`config.mk`:
```
export PLATFORM = sky130hd
export DESIGN_NAME = dio_top
export DESIGN_NICKNAME = d
export VERILOG_FILES = /design/src/hw/dio_pkg.sv /design/src/hw/dio_route_mem.sv /design/src/hw/dio_in_sampler.sv /design/src/hw/dio_top.sv
export SDC_FILE = /design/constraint.sdc
export NUM_CORES = 2
export LEC_CHECK = 0
export ABC_AREA = 1
export BUFFER_PORTS_ARGS = -buffer_cell sky130_fd_sc_hd__buf_2
export CAP_MARGIN = 20
export CORE_MARGIN = 5
export CORE_UTILIZATION = 65
export DETAILED_ROUTE_END_ITERATION = 10
export PLACE_DENSITY_LB_ADDON = 0.3
export SYNTH_ARGS = -nofsm -noshare
export SYNTH_HDL_FRONTEND = slang
export SYNTH_SLANG_ARGS = --single-unit
```
`constraint.sdc`:
```
create_clock -name i_clk -period 8.45 [get_ports i_clk]
set_input_delay 0.845 -clock i_clk [delete_from_list [all_inputs] [get_ports i_clk]]
set_output_delay 0.845 -clock i_clk [all_outputs]
set_load 0.02 [all_outputs]
```
`src/hw/dio_pkg.sv`:
```
package dio_pkg;

    // Object indices and subindices of the configuration entries
    localparam logic [15:0] IDX_IN_CFG      = 16'h3240;
    localparam logic [15:0] IDX_IN_ROUTE    = 16'h3242;
    localparam logic [15:0] IDX_OUT_CFG     = 16'h3250;
    localparam logic [15:0] IDX_OUT_ROUTE   = 16'h3252;
    localparam logic [15:0] IDX_IN_STATE    = 16'h60FD;
    localparam logic [15:0] IDX_OUT_CMD     = 16'h60FE;

    localparam logic [7:0]  SUB_IN_FUNC_EN  = 8'h01;
    localparam logic [7:0]  SUB_IN_INVERT   = 8'h02;
    localparam logic [7:0]  SUB_IN_FORCE_EN = 8'h03;
    localparam logic [7:0]  SUB_IN_FORCE_VL = 8'h04;
    localparam logic [7:0]  SUB_IN_RAW      = 8'h05;
    localparam logic [7:0]  SUB_ROUTE_EN    = 8'h08;
    localparam logic [7:0]  SUB_OUT_POL     = 8'h02;
    localparam logic [7:0]  SUB_OUT_MAN_SEL = 8'h03;
    localparam logic [7:0]  SUB_OUT_MAN_VAL = 8'h04;
    localparam logic [7:0]  SUB_OUT_APPLIED = 8'h05;
    localparam logic [7:0]  SUB_STATE_WORD  = 8'h00;
    localparam logic [7:0]  SUB_CMD_WORD    = 8'h01;
    localparam logic [7:0]  SUB_TABLE_FIRST = 8'h01;

    // Bit layout of the state and command words
    localparam int          LEVEL_BASE      = 16;
    localparam int          BRAKE_BIT       = 0;
    localparam int          SPECIAL_INPUTS  = 3;
    localparam int          IN_TABLE_DEPTH  = 32;

    // Input source codes
    localparam logic [6:0]  SRC_CONST       = 7'h00;
    localparam logic [6:0]  SRC_DIN_FIRST   = 7'h01;
    localparam logic [6:0]  SRC_DIN_LAST    = 7'h10;
    localparam logic [6:0]  SRC_AUX_FIRST   = 7'h41;
    localparam logic [6:0]  SRC_AUX_LAST    = 7'h46;
    localparam logic [6:0]  SRC_LINK        = 7'h48;
    localparam int          SRC_INV_BIT     = 7;

    // Output route entry layout and source codes
    localparam int          ROUTE_SRC_LSB   = 8;
    localparam int          ROUTE_GATE_INV  = 7;
    localparam logic [7:0]  OSRC_ONE        = 8'h00;
    localparam logic [7:0]  OSRC_ZERO       = 8'h01;

    // Sampling period of the digital inputs
    localparam longint      CLK_PERIOD_PS   = 100000;
    localparam longint      SAMPLE_PERIOD_PS = 1000000000;
    localparam int          SAMPLE_CYCLES   =
        int'(SAMPLE_PERIOD_PS / CLK_PERIOD_PS);

    typedef enum logic [1:0] {
        ST_NORMAL  = 2'b00,
        ST_PRELOAD = 2'b01,
        ST_ROUTED  = 2'b10
    } dio_in_mode_t;

    typedef struct packed {
        logic        wr;
        logic        rd;
        logic [15:0] index;
        logic [7:0]  sub;
        logic [31:0] wdata;
    } dio_od_req_t;

    typedef struct packed {
        logic        ack;
        logic        err;
        logic [31:0] rdata;
    } dio_od_rsp_t;

endpackage

```
`src/hw/dio_route_mem.sv`:
```
`timescale 1ns/1ps
module dio_route_mem #(
    parameter int DEPTH = 32,
    parameter int WIDTH = 8,
    parameter int AW    = $clog2(DEPTH)
) (
    input  wire logic             i_clk,
    input  wire logic             i_we,
    input  wire logic [AW-1:0]    i_waddr,
    input  wire logic [WIDTH-1:0] i_wdata,
    input  wire logic [AW-1:0]    i_raddr,
    output logic      [WIDTH-1:0] o_rdata
);

    logic [WIDTH-1:0] mem [DEPTH];

    // No reset: contents are always preloaded before use
    always_ff @(posedge i_clk) begin
        if (i_we) begin
            mem[i_waddr] <= i_wdata;
        end
    end

    always_ff @(posedge i_clk) begin
        o_rdata <= mem[i_raddr];
    end

endmodule

```
`src/hw/dio_in_sampler.sv`:
```
`timescale 1ns/1ps
module dio_in_sampler #(
    parameter int WIDTH  = 23,
    parameter int PERIOD = 10000
) (
    input  wire logic             i_clk,
    input  wire logic             i_rst_b,
    input  wire logic [WIDTH-1:0] i_in,
    output logic      [WIDTH-1:0] o_out
);

    logic [$clog2(PERIOD)-1:0] tick_cnt;
    logic [WIDTH-1:0]          last_sample;
    logic                      tick;

    assign tick = (tick_cnt == ($clog2(PERIOD))'(PERIOD - 1));

    always_ff @(posedge i_clk) begin
        if (!i_rst_b) begin
            tick_cnt <= '0;
        end else if (tick) begin
            tick_cnt <= '0;
        end else begin
            tick_cnt <= tick_cnt + 1'b1;
        end
    end

    // A level must agree on two ticks, so a shorter pulse is never taken
    always_ff @(posedge i_clk) begin
        if (!i_rst_b) begin
            last_sample <= '0;
            o_out       <= '0;
        end else if (tick) begin
            last_sample <= i_in;
            for (int b = 0; b < WIDTH; b++) begin
                if (i_in[b] == last_sample[b]) begin
                    o_out[b] <= i_in[b];
                end
            end
        end
    end

endmodule

```
`src/hw/dio_top.sv`:
```
`timescale 1ns/1ps
// Operation
// - Writing input routing enable 1 enters routing; clearing it leaves.
// - In routing mode, input enable, invert and force entries do nothing.
// - Entering routing preloads the table to keep the normal behaviour of unforced inputs.
// - Input table entry n selects the source of state bit n-1.
// - Codes 00, 01-10, 41-46, 48 pick zero, inputs, Hall, encoder, link.
// - Code bit 7 inverts the selected source; 80h gives constant one.
// - Physical output k follows command word bit 15+k.
// - Command bits 0-15 are special; bit 0 drives the brake.
// - Polarity bit picks normally open or normally closed output.
// - Manual select bit takes the output from the manual value bit.
// - The applied output pattern is readable in the applied entry.
// - Routing mode feeds each output its source gated by a command bit.
// - Route entry high byte selects source, low byte selects gate bit.
// - Writing output routing enable to 1 enables output routing.
// - In output routing, polarity and manual entries have no effect.
// - Route low byte bit 7 set makes a zero gate bit switch on.
// - Inputs are sampled every millisecond; shorter pulses are ignored.
module dio_top
    import dio_pkg::*;
#(
    parameter int N_DIN       = 16,
    parameter int N_OUT       = 4,
    parameter int SAMPLE_CYC  = dio_pkg::SAMPLE_CYCLES
) (
    input  wire logic                  i_clk,
    input  wire logic                  i_rst_b,
    input  wire logic [N_DIN-1:0]      i_din,
    input  wire logic [2:0]            i_hall,
    input  wire logic [2:0]            i_enc,
    input  wire logic                  i_link_active,
    input  wire dio_pkg::dio_od_req_t  i_od_req,
    output dio_pkg::dio_od_rsp_t       o_od_rsp,
    output logic      [N_OUT-1:0]      o_dout,
    output logic                       o_brake
);
    import dio_pkg::*;

    localparam int NSRC = N_DIN + 7;
    localparam int NRT  = N_OUT + 1;
    localparam int TAW  = $clog2(IN_TABLE_DEPTH);

    logic [NSRC-1:0]  flt;
    logic [N_DIN-1:0] din_flt;
    logic [31:0]      in_func_en;
    logic [31:0]      in_invert;
    logic [31:0]      in_force_en;
    logic [31:0]      in_force_val;
    logic             in_route_en;
    logic [31:0]      out_pol;
    logic [31:0]      out_man_sel;
    logic [31:0]      out_man_val;
    logic             out_route_en;
    logic [15:0]      out_route [NRT];
    logic [31:0]      cmd_word;
    logic [31:0]      state_word;
    logic [31:0]      applied;
    dio_in_mode_t     in_mode;
    logic [TAW-1:0]   pre_idx;
    logic [TAW-1:0]   scan_idx;
    logic [TAW-1:0]   scan_bit;
    logic             scan_vld;
    logic [7:0]       tbl_rdata;
    logic             tbl_we;
    logic [TAW-1:0]   tbl_waddr;
    logic [7:0]       tbl_wdata;
    logic [TAW-1:0]   tbl_raddr;
    logic [7:0]       pre_code;
    logic [31:0]      next_normal;
    logic [31:0]      next_applied;
    logic             wr;
    logic             rd;
    logic             hit_tbl_r;
    logic             hit_tbl_w;
    logic [7:0]       tsub;
    logic             rd_stage;
    logic             rd_is_tbl;
    logic             rd_err;
    logic             wr_stage;
    logic             wr_err;
    logic [31:0]      rd_hold;
    logic [31:0]      rd_mux;
    logic             rd_ok;
    logic             wr_ok;

    dio_in_sampler #(
        .WIDTH  (NSRC),
        .PERIOD (SAMPLE_CYC)
    ) u_sampler (
        .i_clk   (i_clk),
        .i_rst_b (i_rst_b),
        .i_in    ({i_link_active, i_enc, i_hall, i_din}),
        .o_out   (flt)
    );

    assign din_flt = flt[N_DIN-1:0];

    dio_route_mem #(
        .DEPTH (IN_TABLE_DEPTH),
        .WIDTH (8)
    ) u_in_table (
        .i_clk   (i_clk),
        .i_we    (tbl_we),
        .i_waddr (tbl_waddr),
        .i_wdata (tbl_wdata),
        .i_raddr (tbl_raddr),
        .o_rdata (tbl_rdata)
    );

    // Source decode of one input table entry
    function automatic logic src_value(input logic [7:0] code,
                                       input logic [NSRC-1:0] s);
        logic [6:0] c;
        logic       v;
        logic       ok;
        c  = code[6:0];
        v  = 1'b0;
        ok = 1'b1;
        if (c == SRC_CONST) begin
            v = 1'b0;
        end else if (c >= SRC_DIN_FIRST && c <= SRC_DIN_LAST
                     && int'(c) <= N_DIN) begin
            v = s[int'(c - SRC_DIN_FIRST)];
        end else if (c >= SRC_AUX_FIRST && c <= SRC_AUX_LAST) begin
            v = s[N_DIN + int'(c - SRC_AUX_FIRST)];
        end else if (c == SRC_LINK) begin
            v = s[NSRC-1];
        end else begin
            ok = 1'b0;
        end
        return ok & (v ^ code[SRC_INV_BIT]);
    endfunction

    assign wr   = i_od_req.wr;
    assign rd   = i_od_req.rd;
    assign tsub = i_od_req.sub - SUB_TABLE_FIRST;
    assign hit_tbl_r = i_od_req.index == IDX_IN_ROUTE
                       && i_od_req.sub >= SUB_TABLE_FIRST
                       && i_od_req.sub <= 8'(IN_TABLE_DEPTH);
    assign hit_tbl_w = hit_tbl_r;

    // Normal-mode input state word
    always_comb begin
        next_normal = '0;
        for (int k = 0; k < N_DIN; k++) begin
            next_normal[LEVEL_BASE + k] = in_force_en[k] ? in_force_val[k]
                                        : din_flt[k] ^ in_invert[k];
        end
        for (int k = 0; k < SPECIAL_INPUTS; k++) begin
            next_normal[k] = next_normal[LEVEL_BASE + k] & in_func_en[k];
        end
    end

    // preload code mirrors the normal-mode function of unforced inputs
    always_comb begin
        pre_code = 8'h00;
        if (int'(pre_idx) >= LEVEL_BASE
            && int'(pre_idx) < LEVEL_BASE + N_DIN) begin
            pre_code = {in_invert[int'(pre_idx) - LEVEL_BASE],
                        7'(int'(pre_idx) - LEVEL_BASE + 1)};
        end else if (int'(pre_idx) < SPECIAL_INPUTS
                     && in_func_en[pre_idx]) begin
            pre_code = {in_invert[pre_idx], 7'(int'(pre_idx) + 1)};
        end
    end

    always_comb begin
        tbl_we    = 1'b0;
        tbl_waddr = tsub[TAW-1:0];
        tbl_wdata = i_od_req.wdata[7:0];
        if (in_mode == ST_PRELOAD) begin
            tbl_we    = 1'b1;
            tbl_waddr = pre_idx;
            tbl_wdata = pre_code;
        end else if (wr && hit_tbl_w) begin
            tbl_we    = 1'b1;
        end
    end

    // Software reads borrow the table port; the scan pauses meanwhile
    assign tbl_raddr = (rd && hit_tbl_r) ? tsub[TAW-1:0] : scan_idx;

    always_ff @(posedge i_clk) begin
        if (!i_rst_b) begin
            in_mode <= ST_NORMAL;
            pre_idx <= '0;
        end else begin
            case (in_mode)
                ST_NORMAL: begin
                    pre_idx <= '0;
                    if (in_route_en) begin
                        in_mode <= ST_PRELOAD;
                    end
                end
                ST_PRELOAD: begin
                    pre_idx <= pre_idx + 1'b1;
                    if (!in_route_en) begin
                        in_mode <= ST_NORMAL;
                    end else if (pre_idx == TAW'(IN_TABLE_DEPTH - 1)) begin
                        in_mode <= ST_ROUTED;
                    end
                end
                ST_ROUTED: begin
                    if (!in_route_en) begin
                        in_mode <= ST_NORMAL;
                    end
                end
                default: in_mode <= ST_NORMAL;
            endcase
        end
    end

    always_ff @(posedge i_clk) begin
        if (!i_rst_b) begin
            scan_idx <= '0;
            scan_bit <= '0;
            scan_vld <= 1'b0;
        end else begin
            scan_vld <= !(rd && hit_tbl_r);
            scan_bit <= scan_idx;
            if (!(rd && hit_tbl_r)) begin
                scan_idx <= scan_idx + 1'b1;
            end
        end
    end

    always_ff @(posedge i_clk) begin
        if (!i_rst_b) begin
            state_word <= '0;
        end else if (in_mode == ST_ROUTED) begin
            if (scan_vld) begin
                state_word[scan_bit] <= src_value(tbl_rdata, flt);
            end
        end else begin
            state_word <= next_normal;
        end
    end

    // Output path, one lane per route entry: lane 0 brake, lane k output k
    always_comb begin
        int          b;
        logic        val;
        logic [7:0]  gsel;
        logic        gate;
        logic        sig;
        b            = 0;
        val          = 1'b0;
        gsel         = 8'h00;
        gate         = 1'b0;
        sig          = 1'b0;
        next_applied = '0;
        for (int k = 0; k < NRT; k++) begin
            // output k uses bit 15+k; lane 0 is brake
            b = (k == 0) ? BRAKE_BIT : LEVEL_BASE + k - 1;
            if (out_route_en) begin
                // high byte source, low byte gate
                gsel = out_route[k][7:0];
                // gate sense inverted by bit 7
                gate = cmd_word[gsel[4:0]] ^ gsel[ROUTE_GATE_INV];
                sig  = (out_route[k][15:ROUTE_SRC_LSB] == OSRC_ONE);
                // routed source gated by command bit
                val  = sig & gate;
            end else begin
                val = out_man_sel[b] ? out_man_val[b] : cmd_word[b];
                val = val ^ out_pol[b];
            end
            next_applied[b] = val;
        end
    end

    always_ff @(posedge i_clk) begin
        if (!i_rst_b) begin
            applied <= '0;
            o_dout  <= '0;
            o_brake <= 1'b0;
        end else begin
            applied <= next_applied;
            o_dout  <= next_applied[LEVEL_BASE +: N_OUT];
            o_brake <= next_applied[BRAKE_BIT];
        end
    end

    // Writable entries
    // reset clears enables and selects
    always_ff @(posedge i_clk) begin
        if (!i_rst_b) begin
            in_func_en   <= '0;
            in_invert    <= '0;
            in_force_en  <= '0;
            in_force_val <= '0;
            in_route_en  <= 1'b0;
            out_pol      <= '0;
            out_man_sel  <= '0;
            out_man_val  <= '0;
            out_route_en <= 1'b0;
            cmd_word     <= '0;
            for (int k = 0; k < NRT; k++) begin
                out_route[k] <= {OSRC_ZERO, 8'h00};
            end
        end else if (wr) begin
            case (i_od_req.index)
                IDX_IN_CFG: begin
                    case (i_od_req.sub)
                        SUB_IN_FUNC_EN:  in_func_en   <= i_od_req.wdata;
                        SUB_IN_INVERT:   in_invert    <= i_od_req.wdata;
                        SUB_IN_FORCE_EN: in_force_en  <= i_od_req.wdata;
                        SUB_IN_FORCE_VL: in_force_val <= i_od_req.wdata;
                        SUB_ROUTE_EN: in_route_en <= i_od_req.wdata[0];
                        default: ;
                    endcase
                end
                IDX_OUT_CFG: begin
                    case (i_od_req.sub)
                        SUB_OUT_POL:     out_pol     <= i_od_req.wdata;
                        SUB_OUT_MAN_SEL: out_man_sel <= i_od_req.wdata;
                        SUB_OUT_MAN_VAL: out_man_val <= i_od_req.wdata;
                        SUB_ROUTE_EN: out_route_en <= i_od_req.wdata[0];
                        default: ;
                    endcase
                end
                IDX_OUT_ROUTE: begin
                    for (int k = 0; k < NRT; k++) begin
                        if (i_od_req.sub == 8'(k + 1)) begin
                            out_route[k] <= i_od_req.wdata[15:0];
                        end
                    end
                end
                IDX_OUT_CMD: begin
                    if (i_od_req.sub == SUB_CMD_WORD) begin
                        cmd_word <= i_od_req.wdata;
                    end
                end
                default: ;
            endcase
        end
    end

    // Read decode for everything outside the table
    always_comb begin
        rd_mux = '0;
        rd_ok  = 1'b1;
        case ({i_od_req.index, i_od_req.sub})
            {IDX_IN_CFG, SUB_IN_FUNC_EN}:   rd_mux = in_func_en;
            {IDX_IN_CFG, SUB_IN_INVERT}:    rd_mux = in_invert;
            {IDX_IN_CFG, SUB_IN_FORCE_EN}:  rd_mux = in_force_en;
            {IDX_IN_CFG, SUB_IN_FORCE_VL}:  rd_mux = in_force_val;
            {IDX_IN_CFG, SUB_IN_RAW}:       rd_mux = 32'(din_flt);
            {IDX_IN_CFG, SUB_ROUTE_EN}:     rd_mux = 32'(in_route_en);
            {IDX_OUT_CFG, SUB_OUT_POL}:     rd_mux = out_pol;
            {IDX_OUT_CFG, SUB_OUT_MAN_SEL}: rd_mux = out_man_sel;
            {IDX_OUT_CFG, SUB_OUT_MAN_VAL}: rd_mux = out_man_val;
            {IDX_OUT_CFG, SUB_OUT_APPLIED}: rd_mux = applied;
            {IDX_OUT_CFG, SUB_ROUTE_EN}:    rd_mux = 32'(out_route_en);
            {IDX_IN_STATE, SUB_STATE_WORD}: rd_mux = state_word;
            {IDX_OUT_CMD, SUB_CMD_WORD}:    rd_mux = cmd_word;
            default: begin
                rd_ok = 1'b0;
                for (int k = 0; k < NRT; k++) begin
                    if (i_od_req.index == IDX_OUT_ROUTE
                        && i_od_req.sub == 8'(k + 1)) begin
                        rd_mux = 32'(out_route[k]);
                        rd_ok  = 1'b1;
                    end
                end
            end
        endcase
    end

    assign wr_ok = rd_ok || hit_tbl_w;

    always_ff @(posedge i_clk) begin
        if (!i_rst_b) begin
            rd_stage  <= 1'b0;
            rd_is_tbl <= 1'b0;
            rd_err    <= 1'b0;
            wr_stage  <= 1'b0;
            wr_err    <= 1'b0;
            rd_hold   <= '0;
            o_od_rsp  <= '0;
        end else begin
            rd_stage  <= rd && !wr;
            rd_is_tbl <= hit_tbl_r;
            rd_err    <= !(rd_ok || hit_tbl_r);
            rd_hold   <= rd_mux;
            wr_stage  <= wr;
            wr_err    <= !wr_ok;
            // Uniform two-cycle answer, so the table read lines up
            o_od_rsp.ack   <= rd_stage || wr_stage;
            o_od_rsp.err   <= (rd_stage && rd_err) || (wr_stage && wr_err);
            o_od_rsp.rdata <= !rd_stage ? 32'h0000_0000
                            : rd_is_tbl ? 32'(tbl_rdata) : rd_hold;
        end
    end

endmodule

```
==> results.md <==
- Once the floorplan was initialized, standard cells occupied 65.2% of the core.
- The vias after detailed routing is 31700.
- The dominant synthesized flop cell is sky130_fd_sc_hd__dfxtp_1.
- The worst-case vdd ir drop is 0.000164 V.
- The overall global routing resource usage is 36.8%.
- The data required time of the worst path is 8970 ps.
- Data on the critical path arrives at its endpoint at 4680 ps.
- After clock tree synthesis, the clock-pin slew on the worst setup and hold paths is 60 ps.
- Cells with a size suffix above 1 make up 8.47% of the layout.
- The filler cells instantiated in the layout total 4074.
- The global-route wire length before repair is 171000 um.
- The number of clock buffers inserted by TritonCTS is 80.
- After layout, the worst path uses 49.3% of the clock period.
- Global routing finished with a remaining overflow of 0.
- In the final layout, the registers with the most flip-flops are u_in_table.mem (256), out_route (80), o_od_rsp (34).
- Of the synthesized area, sequential elements account for 54.7%.
- Once detailed placement completed, the half-perimeter wirelength came to 73100 um.
- Summing the areas of all and, or, nand and nor instances in the mapped netlist gives 19.0% of the synthesized area.
- In this run the power density over the cells is 214 nW/um2.
- The design draws 8.27 mW.
- In the synthesized netlist the async set-or-reset flop fraction comes to 0%.
- The number of buffers on the longest clock path is 3.
- At the end of the flow, the number of nets in the layout was 4256.
- The floorplan row count is 85.
- The library cell used most frequently in the layout, excluding fill and tap cells, is sky130_fd_sc_hd__nand2_1.
- The main combinational cell family by area after synthesis is simple AND/OR/NAND/NOR gates.
- The top cell type's share of synthesized area is 28.9%.
- Leaving out fill and tap cells, the most frequent cells in the layout are 713 x sky130_fd_sc_hd__nand2_1, 488 x sky130_fd_sc_hd__o21ai_0, 451 x sky130_fd_sc_hd__a21oi_1, 451 x sky130_fd_sc_hd__dfxtp_1, 422 x sky130_fd_sc_hd__nand3_1.
- The share of synthesized cell area in full adder, half adder and majority cells is 0.429%.
- Entering global routing, the biggest net connects 120 pins.
- The number of max-slew violations in the final report is 0.
- Walking the worst path, the cells encountered are buf_2, inv_1, ha_1, nand2_1, nor2_1, nand2_1, nand4_2, nand2_4, nand2_4, buf_4, nand2_1, nand3_1, nand3_1, nand3_1, nand2_1, nand2_1, nand2_1.
- Setup repair after global routing left no endpoint under its margin.
- The worst path meets setup with 4290 ps of slack.
- The floorplan step defined a core boundary enclosing 53600 um2.
- The measured slew at the worst slew-check pin is 1110 ps.
- After synthesis, the netlist uses 52 different library cells.
- For this run, the slowest stage of the critical path takes 750 ps.
- After synthesis, the cell types taking the most area are sky130_fd_sc_hd__edfxtp_1 29%, sky130_fd_sc_hd__dfxtp_1 26%, sky130_fd_sc_hd__nand2_1 7.7%, sky130_fd_sc_hd__o21ai_0 7.1%, sky130_fd_sc_hd__a21oi_1 6.5%.
- The mean routed wirelength per cell is 23.0 um.
- The category of the critical setup timing path is input port to register.
- The height of the die is 242 um.
- The number of I/O pins is 122.
- Final hold analysis gives a worst-case slack of 409 ps.
- The placer's final routability congestion estimate is 1.02.
- TritonCTS built the clock tree.
- From synthesis to final layout, the design area changed by 10.5%.
- For this block, the initial DRC count from the detailed router was 4911.
- The clock period minus final worst setup slack is 4160 ps.
- The number of setup buffers added after CTS is 0.
- The worst slew margin relative to its limit is 25.2%.
- Of the post-synthesis cell area, the part taken by muxes is 0%.
- The antenna cell count is 0.
- The number of standard cells after synthesis is 4151.
- The number of flops mapped to enable cells by yosys is 336.
- The number of H-tree branching levels is 3.
- The cell occurring most often along the worst timing path is sky130_fd_sc_hd__nand2_1.
- The synthesized-area fraction occupied by xor and xnor cells is 0.501%.
- The setup slack at placement is 3780 ps.
- The number of buffers inserted by port buffering is 121.
- The number of warnings printed during yosys synthesis is 0.
- The count of state elements after synthesis is 787.
- In the routed design, unresolved DRC markers number 0.
- The number of nets handed over by synthesis was 4246.
- Summing the areas of all compound-gate instances in the mapped netlist gives 17.9% of the synthesized area.
- Measured in cells, the most critical reg-to-reg path has a length of 13.
- The cell at the root of the clock tree is sky130_fd_sc_hd__clkbuf_16.
- The number of sinks on the clock net is 787.
- The leakage power figure is 15.0 nW.
- After routing, the total negative slack on setup checks comes to 0 ps.
- Hold repair after CTS inserted 0 buffers.
- The number of antenna violations at the first check in global routing is 0.
- The largest area contributor in the synthesized netlist is sky130_fd_sc_hd__edfxtp_1.
- The worst hold path belongs to the class register to register.
- The mean number of vias per cell is 6.43.
- The clock latency reported for the late side of the worst-skew pair is 650 ps.
- The area occupied by multi-input gates is 13400 um2.
- The max-cap violation count is 0.
- On the critical path, the stage with the largest delay is an instance of sky130_fd_sc_hd__buf_4.
- The final-report setup violation count is 0.
- The number of gates resized after CTS was 0.
- The hold violation total from the final report is 0.
- The register ranked first by flip-flop count is u_in_table.mem.
- The remaining number of nets flagged by the antenna check after routing is 0.
- Across the whole layout, storage elements account for 19100 um2.
- After detailed routing, the total wire length is 113000 um.
- The worst setup path is launched from an input port.
- The number of global-route vias before repair is 29300.
- The detailed-routing iteration count for the pre-antenna-repair pass is 10.
- The floorplan step defined a die boundary enclosing 58500 um2.
- The horizontal extent of the die is 242 um.
- STA classifies the critical path endpoint as a register.
- The flow ran to the end, and the final reports show no timing, DRC or antenna violations.
- The fmax is 240 MHz.
- On the final layout, the worst clock skew is 28.0 ps.
- Along the worst path, the maximum fanout reaches 73.
- The worst hold path was traced through 2 stages.
- The per-instance average area after synthesis is 8.43 um2.
- The number of flip-flops under the largest register name is 256.
- The synthesized netlist occupies a cell area of 35000 um2.
==> logic make-up (layout without fill, tap and decap cells) <==
family | Yosys count | in the layout
AO/OA/AOI/OAI | 1154 | 1154
buffers and inverters | 665 | 740
AND/OR/NAND/NOR | 1513 | 1513
adder cells (fa/ha/maj) | 12 | 12
flip-flops | 787 | 787
XOR/XNOR | 20 | 20
==> worst max-delay path: cells and delay by family <==
kind / cells / cell delay [ps]
and+or+nand+nor: 13 / 2400
buffers and inverters: 3 / 1080
adders and majority gates: 1 / 230
==> synthesized netlist by cell type, drive strengths merged, types with 13 or more instances <==
cell and count:
a211oi 20, a21oi 451, a221oi 40, a22oi 14
buf 87, clkbuf 152, dfxtp 451, edfxtp 336
inv 415, nand2 718, nand3 427, nand3b 40
nand4 29, nor2 250, nor3 25, nor4 13
o211ai 15, o21ai 508, o22ai 69
==> worst paths after layout <==
check / to / slack (ps) / from
setup reg to reg: state_word[13]$_SDFFE_PN0P_ / 4500 / u_in_table.o_rdata[0]$_DFF_P_
hold / removal: o_od_rsp[31]$_SDFF_PP0_ / 410 / rd_hold[31]$_SDFF_PN0_
hold reg to reg: o_od_rsp[31]$_SDFF_PP0_ / 410 / rd_hold[31]$_SDFF_PN0_
setup / recovery: u_in_table.o_rdata[5]$_DFF_P_ / 4290 / i_od_req[32]
==> cell type report <==
| class | instances | area share, % |
|---|---|---|
| well taps | 696 | 2.25 |
| repair buffers | 167 | 2.48 |
| clock buffers | 115 | 5.93 |
| flip-flops and latches | 787 | 49.5 |
| clock inverters | 32 | 1.12 |
| multi-input cells | 2699 | 34.6 |
| inverters | 426 | 4.14 |
==> metal layers <==
metal | global-route usage (%) | part of all wire [%] | vias up | routed length [um]
met3 | 8.20 | 12 | 440 | 13500
met5 | 0 | 0 | - | 0
met1 | 48.7 | 37 | 14700 | 41800
li1 | - | - | 14300 | -
met2 | 56.9 | 45 | 2209 | 50600
met4 | 20.1 | 6.3 | 0 | 7150
==> stage by stage <==
stage | cells | util (%) | cell area [um2]
after floorplan | 4151 | - | 35000
after global placement | 4775 | 67.0 | 35900
after detailed placement | 4775 | 67.0 | 35900
after CTS | 4922 | 72.1 | 38700
after global routing | 4922 | 72.1 | 38700
final | 4922 | 72.1 | 38700
==> power by group <==
| group | internal [mW] | switching (mW) |
|---|---|---|
| Combinational | 0.146 | 0.418 |
| Sequential | 3.99 | 0.0421 |
| Clock | 2.17 | 1.50 |
Power figures use the tool's default switching activity.
